### src/dsp_pkg.sv
// Shared constants and types for the debug scan processor-access block.
// Assumes a single system clock domain; the test clock is sampled.
package dsp_pkg;

  // Instruction register width and codes
  localparam int unsigned IR_W       = 5;
  localparam logic [4:0]  IR_BYPASS  = 5'h1F;
  localparam logic [4:0]  IR_IDCODE  = 5'h01;
  localparam logic [4:0]  IR_IMPL    = 5'h03;
  localparam logic [4:0]  IR_ADDR    = 5'h08;
  localparam logic [4:0]  IR_DATA    = 5'h09;
  localparam logic [4:0]  IR_CTRL    = 5'h0A;
  localparam logic [4:0]  IR_TRACE   = 5'h12;
  localparam logic [4:0]  IR_CAPTURE = 5'h01;

  // Probe memory window and debug vector
  localparam logic [31:0] WIN_LO     = 32'hFF200000;
  localparam logic [31:0] WIN_HI     = 32'hFF2FFFFF;
  localparam logic [31:0] VEC_ADDR   = 32'hFF200200;

  // Arbitrary identification value; bit 0 set as scan convention asks
  localparam logic [31:0] IDCODE_DEF = 32'h00000001;
  localparam logic [31:0] IMPL_DEF   = 32'h00000000;

  // Control scan register field positions
  localparam int unsigned CB_DM      = 3;
  localparam int unsigned CB_PEN     = 15;
  localparam int unsigned CB_DMA     = 17;
  localparam int unsigned CB_PACC    = 18;
  localparam int unsigned CB_DIR     = 19;
  localparam int unsigned CB_SZ      = 29;
  localparam logic [1:0]  SIZE_WORD  = 2'h2;

  // APB register map and fields
  localparam logic [11:0] ADDR_CFG   = 12'h000;
  localparam logic [11:0] ADDR_STAT  = 12'h004;
  localparam int unsigned CFG_BE     = 0;
  localparam int unsigned ST_PACC    = 0;
  localparam int unsigned ST_DIR     = 1;
  localparam int unsigned ST_PEN     = 2;
  localparam int unsigned ST_TRACE   = 3;
  localparam int unsigned ST_IR      = 8;
  localparam logic        CFG_BE_RST = 1'b0;

  typedef enum logic [3:0] {
    T_TLR = 4'h0, T_RTI = 4'h1, T_SELDR = 4'h2, T_CAPDR = 4'h3,
    T_SHDR = 4'h4, T_EX1DR = 4'h5, T_PAUDR = 4'h6, T_EX2DR = 4'h7,
    T_UPDR = 4'h8, T_SELIR = 4'h9, T_CAPIR = 4'hA, T_SHIR = 4'hB,
    T_EX1IR = 4'hC, T_PAUIR = 4'hD, T_EX2IR = 4'hE, T_UPIR = 4'hF
  } dsp_tap_type;

  typedef enum logic [1:0] {
    PS_IDLE = 2'h0, PS_WAIT = 2'h1, PS_DONE = 2'h2
  } dsp_pst_type;

  // Processor-side access request
  typedef struct packed {
    logic        we;
    logic [1:0]  size;
    logic [31:0] addr;
    logic [31:0] wdata;
  } dsp_preq_type;

endpackage : dsp_pkg

### src/dsp_sync2.sv
// Two-flop synchroniser for asynchronous levels.
// Assumes the destination clock is the system clock.
`timescale 1ns/1ps
module dsp_sync2 #(
  parameter int W = 1
) (
  input  wire logic         clk,
  input  wire logic         rst_n,
  input  wire logic [W-1:0] d,
  output logic      [W-1:0] q
);
  logic [W-1:0] meta_r;

  // First stage feeds only the second
  always_ff @(posedge clk or negedge rst_n) begin
    if (!rst_n) begin
      meta_r <= '0;
      q      <= '0;
    end else begin
      meta_r <= d;
      q      <= meta_r;
    end
  end
endmodule : dsp_sync2

### src/dsp_scan_reg.sv
// One scan shift stage chain with parallel capture, LSB toward output.
// Assumes capture and shift strobes are single-cycle test clock rises.
`timescale 1ns/1ps
module dsp_scan_reg #(
  parameter int W = 32
) (
  input  wire logic         clk,
  input  wire logic         rst_n,
  input  wire logic         cap,
  input  wire logic         shf,
  input  wire logic [W-1:0] cap_val,
  input  wire logic         sdi,
  output logic      [W-1:0] q
);
  generate
    if (W == 1) begin : g_one
      // Single stage
      always_ff @(posedge clk or negedge rst_n) begin
        if (!rst_n) q <= '0;
        else if (cap) q <= cap_val;
        else if (shf) q <= sdi;
      end
    end else begin : g_many
      // Shift toward bit 0
      always_ff @(posedge clk or negedge rst_n) begin
        if (!rst_n) q <= '0;
        else if (cap) q <= cap_val;
        else if (shf) q <= {sdi, q[W-1:1]};
      end
    end
  endgenerate
endmodule : dsp_scan_reg

### src/dsp_debug_scan.sv
// Debug scan data registers with probe-memory access handshake.
// Assumes test pins are asynchronous to mclk and TCK is much slower.
`timescale 1ns/1ps
//
// Contract
// - Data registers sit in parallel; current instruction picks one.
// - Unselected scan paths hold their contents during capture and shift.
// - Bypass stage loads zero at capture when selected.
// - Bypass use leaves functional behaviour untouched.
// - Identification register shifts out under the identification code.
// - Read-only 32-bit implementation register reports built-in features.
// - 32-bit address register captures requested probe address.
// - Data register captures store data, delivers shifted read data.
// - Byte lanes in data register follow current endianness.
// - Control register selected by its instruction; writable and status bits.
// - Control register reachable only through the serial port.
// - Trace instruction plus run-test/idle starts trace with status bus.
// - Debug exception ends trace and forces bypass instruction.
// - Probe access needs window address, probe enable, and debug mode.
// - Debug exception with probe enable fetches from probe vector.
// - Read: latch address, set pending, direction read, size.
// - Probe clears pending; processor then consumes the shifted word.
// - Processor advances and requests each next instruction afresh.
// - Loads in the probe window use the fetch handshake.
// - Store: latch address and data, set pending, direction write, size.
// - Probe clears pending after store; processor may start again.
// - Scan logic steps on sampled test clock edges; scan and access logic both run on mclk.
// - Shift one stage per rise, drive output LSB first on fall.
module dsp_debug_scan #(
  parameter logic [31:0] IDCODE_VAL = dsp_pkg::IDCODE_DEF,
  parameter logic [31:0] IMPL_VAL   = dsp_pkg::IMPL_DEF
) (
  input  wire logic                  mclk,
  input  wire logic                  reset_n,
  input  wire logic                  tck,
  input  wire logic                  tms,
  input  wire logic                  tdi,
  output logic                       tdo,
  output logic                       tdo_oe_n,
  input  wire logic [11:0]           paddr,
  input  wire logic                  psel,
  input  wire logic                  penable,
  input  wire logic                  pwrite,
  input  wire logic [31:0]           pwdata,
  output logic      [31:0]           prdata,
  output logic                       pready,
  output logic                       pslverr,
  input  wire logic                  proc_req,
  input  wire dsp_pkg::dsp_preq_type proc_pkt,
  input  wire logic                  proc_debug_mode,
  output logic                       proc_stall,
  output logic                       proc_done,
  output logic                       proc_refused,
  output logic      [31:0]           proc_rdata,
  input  wire logic                  dbg_exc,
  input  wire logic [31:0]           trace_pc,
  input  wire logic                  trace_pc_valid,
  input  wire logic [2:0]            trace_type,
  output logic      [2:0]            pcst,
  output logic                       trace_active
);
  import dsp_pkg::*;

  logic        rst_a_r, rst_n;
  logic [2:0]  pin_s;
  logic        tck_d_r, tck_rise, tck_fall;
  dsp_tap_type tap_r, tap_nxt;
  dsp_pst_type pst_r;
  logic [4:0]  ir_r, ir_q;
  logic        sel_byp, sel_id, sel_imp, sel_adr, sel_dat, sel_ctl;
  logic        dr_cap, dr_shf, dr_upd, sel_q0;
  logic        byp_q;
  logic [31:0] id_q, imp_q, adr_q, dat_q, ctl_q, ctl_stat;
  logic [31:0] addr_hold_r, data_hold_r, trace_sr_r, prdata_r;
  logic [1:0]  size_r;
  logic        pend_r, dir_r, pen_r, dma_r, vec_r, be_r;
  logic        allowed, accept, ctl_clear;
  logic        tdo_r, tdo_oe_n_r, trace_r;
  logic [2:0]  pcst_r;

  // Byte reversal between bus lanes and scan order
  function automatic logic [31:0] lane_fix(input logic [31:0] w,
                                           input logic        be);
    lane_fix = be ? {w[7:0], w[15:8], w[23:16], w[31:24]} : w;
  endfunction : lane_fix

  // Reset release through two flops
  always_ff @(posedge mclk or negedge reset_n) begin
    if (!reset_n) begin
      rst_a_r <= 1'b0;
      rst_n   <= 1'b0;
    end else begin
      rst_a_r <= 1'b1;
      rst_n   <= rst_a_r;
    end
  end

  // Test pins into the mclk domain
  dsp_sync2 #(.W(3)) u_pins (
    .clk   (mclk),
    .rst_n (rst_n),
    .d     ({tck, tms, tdi}),
    .q     (pin_s)
  );

  // Test clock edges found by sampling; scan logic steps on them
  always_ff @(posedge mclk or negedge rst_n) begin
    if (!rst_n) tck_d_r <= 1'b0;
    else tck_d_r <= pin_s[2];
  end
  assign tck_rise = pin_s[2] & ~tck_d_r;
  assign tck_fall = ~pin_s[2] & tck_d_r;

  // Controller next state from TMS
  always_comb begin
    tap_nxt = tap_r;
    case (tap_r)
      T_TLR:   tap_nxt = pin_s[1] ? T_TLR   : T_RTI;
      T_RTI:   tap_nxt = pin_s[1] ? T_SELDR : T_RTI;
      T_SELDR: tap_nxt = pin_s[1] ? T_SELIR : T_CAPDR;
      T_CAPDR: tap_nxt = pin_s[1] ? T_EX1DR : T_SHDR;
      T_SHDR:  tap_nxt = pin_s[1] ? T_EX1DR : T_SHDR;
      T_EX1DR: tap_nxt = pin_s[1] ? T_UPDR  : T_PAUDR;
      T_PAUDR: tap_nxt = pin_s[1] ? T_EX2DR : T_PAUDR;
      T_EX2DR: tap_nxt = pin_s[1] ? T_UPDR  : T_SHDR;
      T_UPDR:  tap_nxt = pin_s[1] ? T_SELDR : T_RTI;
      T_SELIR: tap_nxt = pin_s[1] ? T_TLR   : T_CAPIR;
      T_CAPIR: tap_nxt = pin_s[1] ? T_EX1IR : T_SHIR;
      T_SHIR:  tap_nxt = pin_s[1] ? T_EX1IR : T_SHIR;
      T_EX1IR: tap_nxt = pin_s[1] ? T_UPIR  : T_PAUIR;
      T_PAUIR: tap_nxt = pin_s[1] ? T_EX2IR : T_PAUIR;
      T_EX2IR: tap_nxt = pin_s[1] ? T_UPIR  : T_SHIR;
      T_UPIR:  tap_nxt = pin_s[1] ? T_SELDR : T_RTI;
      default: tap_nxt = T_TLR;
    endcase
  end

  // Controller state register
  always_ff @(posedge mclk or negedge rst_n) begin
    if (!rst_n) tap_r <= T_TLR;
    else if (tck_rise) tap_r <= tap_nxt;
  end

  // Instruction shift stage
  dsp_scan_reg #(.W(IR_W)) u_ir (
    .clk     (mclk),
    .rst_n   (rst_n),
    .cap     (tck_rise && tap_r == T_CAPIR),
    .shf     (tck_rise && tap_r == T_SHIR),
    .cap_val (IR_CAPTURE),
    .sdi     (pin_s[0]),
    .q       (ir_q)
  );

  // Current instruction; exception forces bypass
  always_ff @(posedge mclk or negedge rst_n) begin
    if (!rst_n) ir_r <= IR_BYPASS;
    else if (dbg_exc) ir_r <= IR_BYPASS;
    else if (tck_rise && tap_r == T_TLR) ir_r <= IR_BYPASS;
    else if (tck_fall && tap_r == T_UPIR) ir_r <= ir_q;
  end

  // Instruction decode; unknown codes fall to bypass
  always_comb begin
    sel_byp = 1'b0;
    sel_id  = 1'b0;
    sel_imp = 1'b0;
    sel_adr = 1'b0;
    sel_dat = 1'b0;
    sel_ctl = 1'b0;
    if (ir_r == IR_IDCODE) sel_id = 1'b1;
    else if (ir_r == IR_IMPL) sel_imp = 1'b1;
    else if (ir_r == IR_ADDR) sel_adr = 1'b1;
    else if (ir_r == IR_DATA) sel_dat = 1'b1;
    else if (ir_r == IR_CTRL) sel_ctl = 1'b1;
    else sel_byp = 1'b1;
  end

  assign dr_cap = tck_rise && tap_r == T_CAPDR;
  assign dr_shf = tck_rise && tap_r == T_SHDR;
  assign dr_upd = tck_fall && tap_r == T_UPDR;

  // Parallel data registers; only the selected one moves
  dsp_scan_reg #(.W(1)) u_byp (
    .clk (mclk), .rst_n (rst_n), .cap (dr_cap && sel_byp),
    .shf (dr_shf && sel_byp), .cap_val (1'b0), .sdi (pin_s[0]),
    .q   (byp_q)
  );
  dsp_scan_reg #(.W(32)) u_id (
    .clk (mclk), .rst_n (rst_n), .cap (dr_cap && sel_id),
    .shf (dr_shf && sel_id), .cap_val (IDCODE_VAL), .sdi (pin_s[0]),
    .q   (id_q)
  );
  dsp_scan_reg #(.W(32)) u_imp (
    .clk (mclk), .rst_n (rst_n), .cap (dr_cap && sel_imp),
    .shf (dr_shf && sel_imp), .cap_val (IMPL_VAL), .sdi (pin_s[0]),
    .q   (imp_q)
  );
  dsp_scan_reg #(.W(32)) u_adr (
    .clk (mclk), .rst_n (rst_n), .cap (dr_cap && sel_adr),
    .shf (dr_shf && sel_adr), .cap_val (addr_hold_r), .sdi (pin_s[0]),
    .q   (adr_q)
  );
  dsp_scan_reg #(.W(32)) u_dat (
    .clk (mclk), .rst_n (rst_n), .cap (dr_cap && sel_dat),
    .shf (dr_shf && sel_dat), .cap_val (data_hold_r), .sdi (pin_s[0]),
    .q   (dat_q)
  );
  dsp_scan_reg #(.W(32)) u_ctl (
    .clk (mclk), .rst_n (rst_n), .cap (dr_cap && sel_ctl),
    .shf (dr_shf && sel_ctl), .cap_val (ctl_stat), .sdi (pin_s[0]),
    .q   (ctl_q)
  );

  // Status seen by the probe when it reads the control register
  always_comb begin
    ctl_stat             = '0;
    ctl_stat[CB_DM]      = proc_debug_mode;
    ctl_stat[CB_PEN]     = pen_r;
    ctl_stat[CB_DMA]     = dma_r;
    ctl_stat[CB_PACC]    = pend_r;
    ctl_stat[CB_DIR]     = dir_r;
    ctl_stat[CB_SZ+:2]   = size_r;
  end

  // Control writes come only from the scan path
  assign ctl_clear = dr_upd && sel_ctl && !ctl_q[CB_PACC];
  always_ff @(posedge mclk or negedge rst_n) begin
    if (!rst_n) begin
      pen_r <= 1'b0;
      dma_r <= 1'b0;
    end else if (dr_upd && sel_ctl) begin
      pen_r <= ctl_q[CB_PEN];
      dma_r <= ctl_q[CB_DMA];
    end
  end

  // Access gate: window, probe enable and debug mode
  assign allowed = proc_pkt.addr >= WIN_LO && proc_pkt.addr <= WIN_HI &&
                   pen_r && proc_debug_mode;
  assign accept  = pst_r == PS_IDLE && !vec_r && proc_req && allowed;

  // Vector fetch request after a debug exception
  always_ff @(posedge mclk or negedge rst_n) begin
    if (!rst_n) vec_r <= 1'b0;
    else if (dbg_exc && pen_r) vec_r <= 1'b1;
    else if (pst_r == PS_IDLE) vec_r <= 1'b0;
  end

  // Pending flag; a new request wins over the probe's clear
  always_ff @(posedge mclk or negedge rst_n) begin
    if (!rst_n) pend_r <= 1'b0;
    else if (accept || (pst_r == PS_IDLE && vec_r)) pend_r <= 1'b1;
    else if (ctl_clear) pend_r <= 1'b0;
  end

  // Latched address, direction and size of the access
  always_ff @(posedge mclk or negedge rst_n) begin
    if (!rst_n) begin
      addr_hold_r <= '0;
      dir_r       <= 1'b0;
      size_r      <= '0;
    end else if (pst_r == PS_IDLE && vec_r) begin
      addr_hold_r <= VEC_ADDR;
      dir_r       <= 1'b0;
      size_r      <= SIZE_WORD;
    end else if (accept) begin
      addr_hold_r <= proc_pkt.addr;
      dir_r       <= proc_pkt.we;
      size_r      <= proc_pkt.size;
    end
  end

  // Data holding: store data from core, read data from probe
  always_ff @(posedge mclk or negedge rst_n) begin
    if (!rst_n) data_hold_r <= '0;
    else if (accept && proc_pkt.we)
      data_hold_r <= lane_fix(proc_pkt.wdata, be_r);
    else if (dr_upd && sel_dat) data_hold_r <= dat_q;
  end

  // Access sequencer: wait for the probe, then hand back
  always_ff @(posedge mclk or negedge rst_n) begin
    if (!rst_n) pst_r <= PS_IDLE;
    else begin
      case (pst_r)
        PS_IDLE: if (accept || vec_r) pst_r <= PS_WAIT;
        PS_WAIT: if (!pend_r) pst_r <= PS_DONE;
        PS_DONE: pst_r <= PS_IDLE;
        default: pst_r <= PS_IDLE;
      endcase
    end
  end

  // Read word to the core once the probe has finished
  always_ff @(posedge mclk or negedge rst_n) begin
    if (!rst_n) proc_rdata <= '0;
    else if (pst_r == PS_WAIT && !pend_r)
      proc_rdata <= lane_fix(data_hold_r, be_r);
  end

  // Core handshake
  assign proc_done    = pst_r == PS_DONE;
  assign proc_stall   = proc_req && allowed && pst_r != PS_DONE;
  assign proc_refused = proc_req && !allowed && pst_r == PS_IDLE;

  // Trace mode: starts in idle under trace instruction
  always_ff @(posedge mclk or negedge rst_n) begin
    if (!rst_n) trace_r <= 1'b0;
    else if (dbg_exc || ir_r != IR_TRACE) trace_r <= 1'b0;
    else if (tap_r == T_RTI) trace_r <= 1'b1;
  end

  // Trace PC shifter and status bus
  always_ff @(posedge mclk or negedge rst_n) begin
    if (!rst_n) begin
      trace_sr_r <= '0;
      pcst_r     <= '0;
    end else begin
      pcst_r <= trace_r ? trace_type : 3'h0;
      if (trace_r && trace_pc_valid) trace_sr_r <= trace_pc;
      else if (trace_r && tck_fall) trace_sr_r <= {1'b0, trace_sr_r[31:1]};
    end
  end

  // Serial output bit of the selected path
  always_comb begin
    sel_q0 = byp_q;
    if (sel_id) sel_q0 = id_q[0];
    else if (sel_imp) sel_q0 = imp_q[0];
    else if (sel_adr) sel_q0 = adr_q[0];
    else if (sel_dat) sel_q0 = dat_q[0];
    else if (sel_ctl) sel_q0 = ctl_q[0];
  end

  // Output changes on the falling test clock edge
  always_ff @(posedge mclk or negedge rst_n) begin
    if (!rst_n) begin
      tdo_r      <= 1'b0;
      tdo_oe_n_r <= 1'b1;
    end else if (tck_fall) begin
      tdo_oe_n_r <= !(tap_r == T_SHDR || tap_r == T_SHIR || trace_r);
      if (trace_r) tdo_r <= trace_sr_r[0];
      else if (tap_r == T_SHIR) tdo_r <= ir_q[0];
      else if (tap_r == T_SHDR) tdo_r <= sel_q0;
    end
  end

  // APB configuration write
  always_ff @(posedge mclk or negedge rst_n) begin
    if (!rst_n) be_r <= CFG_BE_RST;
    else if (psel && penable && pwrite && paddr == ADDR_CFG)
      be_r <= pwdata[CFG_BE];
  end

  // APB read data prepared in the setup cycle
  always_ff @(posedge mclk or negedge rst_n) begin
    if (!rst_n) prdata_r <= '0;
    else if (psel && !penable) begin
      prdata_r <= '0;
      if (paddr == ADDR_CFG) prdata_r[CFG_BE] <= be_r;
      else if (paddr == ADDR_STAT) begin
        prdata_r[ST_PACC]         <= pend_r;
        prdata_r[ST_DIR]          <= dir_r;
        prdata_r[ST_PEN]          <= pen_r;
        prdata_r[ST_TRACE]        <= trace_r;
        prdata_r[ST_IR+:IR_W]     <= ir_r;
      end
    end
  end

  assign prdata       = prdata_r;
  assign pready       = 1'b1;
  assign pslverr      = psel && penable &&
                        paddr != ADDR_CFG && paddr != ADDR_STAT;
  assign tdo          = tdo_r;
  assign tdo_oe_n     = tdo_oe_n_r;
  assign pcst         = pcst_r;
  assign trace_active = trace_r;
endmodule : dsp_debug_scan

### config.mk
export PLATFORM = sky130hd
export DESIGN_NAME = dsp_debug_scan
export DESIGN_NICKNAME = d
export VERILOG_FILES = /design/src/dsp_pkg.sv /design/src/dsp_sync2.sv /design/src/dsp_scan_reg.sv /design/src/dsp_debug_scan.sv
export SDC_FILE = /design/constraint.sdc
export NUM_CORES = 1
export LEC_CHECK = 0
export BUFFER_PORTS_ARGS = -buffer_cell sky130_fd_sc_hd__buf_4
export CORE_UTILIZATION = 26
export DETAILED_ROUTE_END_ITERATION = 8
export SLEW_MARGIN = 20
export SYNTH_ARGS = -nofsm -noshare
export SYNTH_HDL_FRONTEND = slang
export SYNTH_SLANG_ARGS = --single-unit
### constraint.sdc
create_clock -name mclk -period 19.5 [get_ports mclk]
set_input_delay 0 -clock mclk [delete_from_list [all_inputs] [get_ports mclk]]
set_output_delay 0 -clock mclk [all_outputs]
set_load 0.03 [all_outputs]
After elaboration in Yosys (flattened, before gate mapping). Index checks and enable logic that the tools add are counted.

Register bits: 337. Latch bits: 0. Bits in writable memories: 0. Bits in read-only memories: 0. Bits of input ports: 158. Output and inout bits: 75. Logic and storage cells: 229. Memories kept: 0.

Add/subtract/negate cells: 0. Multiply operators: 0. Divide/modulo/power cells: 0. Magnitude comparators: 2. Eq/ne operators: 28. Shift-type cells: 0. Mux-type cells: 85. Bitwise gates (word level): 4. Reduce and logical (&&, ||, !) cells: 79.

Operators by type and width (number): 32-bit two-way mux (18); 4-bit one-hot mux with 12 select lines (1); 1-bit logical AND (44); 1-bit two-way mux (42); 5-bit two-way mux (7); 4-bit == test (second input constant) (8); 32-bit greater-or-equal comparator (second input constant) (1); 32-bit less-or-equal comparator (second input constant) (1); 2-bit nonzero test (13); 4-bit two-way mux (5); 4-bit by 3-bit == test with 1-bit output (second input constant) (4); 5-bit by 4-bit == test with 1-bit output (second input constant) (3); 2-bit two-way mux (7); 12-bit by 3-bit == test with 1-bit output (second input constant) (1); 12-bit logical NOT (1); 3-bit two-way mux (4); 12-bit by 3-bit != test with 1-bit output (second input constant) (1); 12-bit nonzero test (1); 4-bit by 2-bit == test with 1-bit output (second input constant) (2); 1-bit logical NOT (6); 3-bit nonzero test (2); 5-bit by 1-bit == test with 1-bit output (second input constant) (1); 5-bit by 2-bit == test with 1-bit output (second input constant) (1); 1-bit logical OR (5); 14 further kinds (19).

Depth between registers and ports, before layout.
Depth after elaboration: 14. Depth in mapped cells: 8. Depth with buffers taken out: 5.

Modules after synthesis. From an unflattened synthesis, not the netlist that was laid out.

Cell total of the unflattened synthesis: 1472. Area total of the unflattened synthesis: 16125.5 µm².

By module, submodules not included: dsp_debug_scan (instances 1, cells each 745, area each 8120.3 µm², seq. area each 4136.5 µm²); dsp_scan_reg (u_adr ...) (instances 5, cells each 139, area each 1515.2 µm², seq. area each 800.8 µm²); dsp_scan_reg (u_ir) (instances 1, cells each 22, area each 235.2 µm², seq. area each 125.1 µm²); dsp_sync2 (instances 1, cells each 6, area each 150.1 µm², seq. area each 150.1 µm²); dsp_scan_reg (u_byp) (instances 1, cells each 4, area each 43.8 µm², seq. area each 25.0 µm²).

Worst setup path before layout. No wires, ideal clock.

Path type: reg2reg. Start: reg tap_r[1]. End: reg u_imp.q[21]. Library setup time: 0.119 ns. Arrival: 2.099 ns. Data required time: 19.381 ns. Slack: 17.282 ns. Cell stages (with the launch flop): 9. Path buffers: 3. Period minus slack after synthesis: 2.218 ns. Cell sequence: dfrtp_1 > buf_2 > or3b_1 > a211o_1 > or4_1 > buf_4 > buf_4 > nand2_1 > o21ai_2.

Longest elaborated chain between the ends: 4. Elaborated cells between the ends (all ways): 8. Classes of those cells: eq/ne: 2; mux: 1; reduce/logical: 5.

Ends and longest elaborated chain: from (decl) (line dsp_debug_scan.sv:67) `dsp_tap_type tap_r, tap_nxt;`; from (signal assigned) (line dsp_debug_scan.sv:141) `else if (tck_rise) tap_r <= tap_nxt;`; 4-bit by 2-bit == test with 1-bit output / 4-bit by 3-bit == test with 1-bit output (equally long branches) (line dsp_debug_scan.sv:179, dsp_debug_scan.sv:180); 1-bit logical AND, on equally long branches (line dsp_debug_scan.sv:179, dsp_debug_scan.sv:180); 1-bit logical AND, on equally long branches (line dsp_debug_scan.sv:195, dsp_debug_scan.sv:196); 32-bit two-way mux / 2-bit nonzero test (equally long branches); to (signal assigned) (line dsp_scan_reg.sv:27) `else if (cap) q <= cap_val;`; to (signal assigned) (line dsp_scan_reg.sv:28) `else if (shf) q <= {sdi, q[W-1:1]};`; to (decl) (line dsp_scan_reg.sv:13) `output logic [W-1:0] q`.

Parallel ways exist; a longest one is shown, timed or not. A chain may end at the register's enable or synchronous reset.

Worst setup path in the final report.
Start: reg pen_r. End: reg data_hold_r[6].

Longest elaborated chain between the ends: 5. Elaborated cells between the ends (all ways): 6. Classes of those cells: mux: 1; reduce/logical: 5.

Ends and longest elaborated chain: from (decl) (line dsp_debug_scan.sv:76) `logic pend_r, dir_r, pen_r, dma_r, vec_r, be_r;`; from (signal assigned) (line dsp_debug_scan.sv:233) `pen_r <= ctl_q[CB_PEN];`; 1-bit logical AND (*) (line dsp_debug_scan.sv:239) `assign allowed = proc_pkt.addr >= WIN_LO && proc_pkt.addr <= WIN_HI &&`; 1-bit logical AND (*) (line dsp_debug_scan.sv:240) `pen_r && proc_debug_mode;`; 1-bit logical AND (*) (line dsp_debug_scan.sv:241) `assign accept = pst_r == PS_IDLE && !vec_r && proc_req && allowed;`; 1-bit logical AND (*) (line dsp_debug_scan.sv:277) `else if (accept && proc_pkt.we)`; 32-bit two-way mux / 2-bit nonzero test (equally long branches); to (signal assigned) (line dsp_debug_scan.sv:278) `data_hold_r <= lane_fix(proc_pkt.wdata, be_r);`; to (signal assigned) (line dsp_debug_scan.sv:279) `else if (dr_upd && sel_dat) data_hold_r <= dat_q;`; to (decl) (line dsp_debug_scan.sv:74) `logic [31:0] addr_hold_r, data_hold_r, trace_sr_r, prdata_r;`.

Mark *: on every way between the ends. The rest lies on a longest branch, timed or not.

==> impl_metrics.ini <==
[status]
outcome = complete, no violations

[floorplan]
row_count = 88
coreArea_um2 = 57700
floorplan.initialDensity_pct = 26.4
die_x_um = 244
pin_count = 233
fp.dieArea_um2 = 59500
fp.dieH_um = 244

[clock_network]
cts-htree-levels = 2
clk_pin_slew_ns = 0.06
cts_buffer_depth = 3
hold_buffers = 136
cts.repair_timing.setup_buffer_count = 0
worstSkewPairLatency_ns = 0.56
cts_resized = 0
cts_inserted_buffers = 40
tritoncts = built
cts.root.buffer_cell = sky130_fd_sc_hd__clkbuf_16
tritoncts_num_sinks = 337

[yosys]
yosys_most_used_dff = sky130_fd_sc_hd__dfrtp_1
synth.ff_latch_count = 337
number_of_enable_type_register_cells_in_the_synthesized_netlist = 0
ys_async_rst_share_pct = 100
synth.avg_cell_area_um2 = 10.4
netlist_instances = 1468
synthesis.area_um2 = 15200
synth-warning-count = 0
yosysSeqAreaShare_pct = 55.5
netlist-cell-type-count = 52

[drt]
drtPass1Iterations = 4
postRouteAntennaNets = 0
vias = 11200
totalWireLength_um = 36300
routed_vias_inst = 4.44
wl_per_cell_um = 14.3
drt_drc_violations_left = 0
dr.first_iter.drc_count = 614

[worst_hold_path]
holdPathStages = 2
hp-class = in -> reg
whs_endpoint = u_pins.meta_r[2]
min_from = tck

[placed_design]
post_dp_cell_area_um2 = 17100
hpwlAfterDp_um = 23100
io_buffers = 177
post-place-ws_ns = 16.15
gpl.final_weighted_congestion = 0.766

[power_and_ir_drop]
pwr_density_cell_nw_per_um2 = 80.8
p_sw_mw = 0.388
sw_frac_of_total_pct = 24.1
worst_ir_drop_vdd_mv = 0.0470
power_frac_comb_pct = 7.7
power_report.internal_total_mw = 1.22
p_clk_share_pct = 46.8
power_leakage_nw = 9.05
p_seq_share_pct = 45.5

[critical_path]
startpoint_type = flop
setup.worst_path.end_class = flop
required_ns = 19.97
reg2reg_to = data_hold_r[6]
timing.setup.critical_path_class = reg -> reg
r2r_start = pen_r
worstPathArrival_ns = 3.81
rrSetupSlack_ns = 16.16
worst-path-max-fanout = 32
rr_worst_depth = 7

[sta]
finalHoldViolations = 0
holdWs_ns = 0.110
max_freq_mhz = 299
finalClockSkew_ns = 0.0236
maxSlewViolCount = 0
finalSetupViolations = 0
timing_worst_slew_pin_value_ns = 1.11
fin_setup_tns_ns = 0
rsz0062_at_grt = false
min_period_over_period_pct = 17.1
post-route-worst-setup-slack_ns = 16.16
period_needed_ns = 3.34
timing.max_slew.rel_slack_pct = 26.3

[grt]
grt_pass1_wl_um = 59600
grt_pass1_vias = 11200
grt_antenna_before_repair = 1
gr-total-overflow = 0
groute.usage.overall_pct = 12.3
grt_start_max_net_pins = 79

[run]
maxCapViolations = 0

[finish]
layout-drive-gt1-share_pct = 17.7
area_growth_synth_to_finish_pct = 30.6
layout_commonest_cell = sky130_fd_sc_hd__dfrtp_1
layout.cells.most_common_list = sky130_fd_sc_hd__dfrtp_1 (329), sky130_fd_sc_hd__nand2_1 (324), sky130_fd_sc_hd__mux2i_1 (230)
finish.net_count = 1896
postLayoutCellArea_um2 = 19900
postLayoutCoreUtil_pct = 34.4
[flip-flops by register name, indices dropped and copies added (netlist names), 2 cells and up]
signal         count
u_ctl.q           32
u_adr.q           32
ir_r               5
u_id.q            32
proc_rdata        32
trace_sr_r        32
size_r             2
u_dat.q           32
prdata             9
data_hold_r       32
addr_hold_r       32
u_ir.q             5
u_imp.q           32
pcst               3
u_pins.meta_r      3
pst_r              2
u_pins.q           3
tap_r              4
[cells by family (layout without fill, tap and decap cells)]
kind of cell           count (synthesis)  in the layout  synth area share [%]
muxes                                234            234                  15.4
buffers and inverters                134            410                  4.40
DFF                                  337            337                  55.5
and+or+nand+nor                      457            457                  12.8
AOI/OAI and AO/OA                    304            304                  11.8
other                                  2             26                0.0494
[critical path, cell delays in order (launching register included)]
cell and delay (ns):
sky130_fd_sc_hd__dfrtp_1 0.51, sky130_fd_sc_hd__nand4_1 0.16, sky130_fd_sc_hd__nor4_1 0.78, sky130_fd_sc_hd__buf_4 0.26
sky130_fd_sc_hd__or3b_1 0.56, sky130_fd_sc_hd__nor2_4 0.17, sky130_fd_sc_hd__buf_4 0.52, sky130_fd_sc_hd__mux2i_1 0.28
[worst max path at each step]
stage / start / to / slack (ns) / cells past startpoint
2_1_floorplan: rst_n / addr_hold_r[0] / 9.42 / 0
3_3_place_gp: pen_r / data_hold_r[2] / 16.08 / 7
3_5_place_dp: pen_r / data_hold_r[27] / 16.15 / 7
4_1_cts: pen_r / data_hold_r[6] / 16.12 / 7
5_1_grt: pen_r / data_hold_r[29] / 16.00 / 7
6_report: pen_r / data_hold_r[6] / 16.16 / 7
[cell type report]
cell class,count,area [um2]
inverters,6,22.5
clock buffers,60,1190
repair buffers,333,2880
diodes,1,2.50
well taps,765,957
flip-flops and latches,337,8450
clock inverters,11,141
multi-input cells,1020,6220
fillers,5814,37800
[cells in the mapped netlist, drive strengths merged (2+ instances only)]
library cell / n / area, um2
nor2: 51 / 199
or2: 2 / 12.5
nand3: 12 / 60.1
nand4: 5 / 31.3
nand2b: 9 / 56.3
mux2: 4 / 45.0
a21oi: 42 / 210
nand2: 324 / 1220
buf: 55 / 373
and4b: 2 / 20.0
nand4b: 2 / 17.5
nor4: 10 / 62.6
or4b: 2 / 20.0
a22o: 32 / 280
nor3: 9 / 45.0
dfstp: 6 / 158
and2: 8 / 50.1
or4: 4 / 30.0
a211oi: 3 / 22.5
a31oi: 5 / 31.3
conb: 2 / 7.51
clkbuf: 73 / 274
mux2i: 230 / 2300
or3: 3 / 18.8
dfrtp: 331 / 8280
nor2b: 7 / 43.8
or3b: 3 / 26.3
inv: 6 / 22.5
o21ai: 210 / 1160
[per-layer routing]
metal	GRT usage, %	routed length (um)	vias to the layer above
met1	16.6	16800	5460
met5	0	13	-
met2	19.9	17100	190
met3	2.81	1760	43
met4	3.27	647	2
li1	-	-	5553
[power by group through the flow]
stage          clock network (mW)  registers (mW)  logic, mW
5_1_grt                     0.804           0.733      0.137
2_1_floorplan                   0           0.739     0.0695
6_report                    0.751           0.730      0.124
4_1_cts                     0.774           0.730      0.124
3_3_place_gp                    0           0.742      0.104
3_5_place_dp                    0           0.743      0.105
[stage by stage]
stage | instances | power, mW
after floorplan | 1491 | 0.808
after global placement | 2323 | 0.846
after detailed placement | 2324 | 0.848
after CTS | 2531 | 1.63
after global routing | 2532 | 1.67
final | 2533 | 1.61
(Power assumes the default switching activity.)
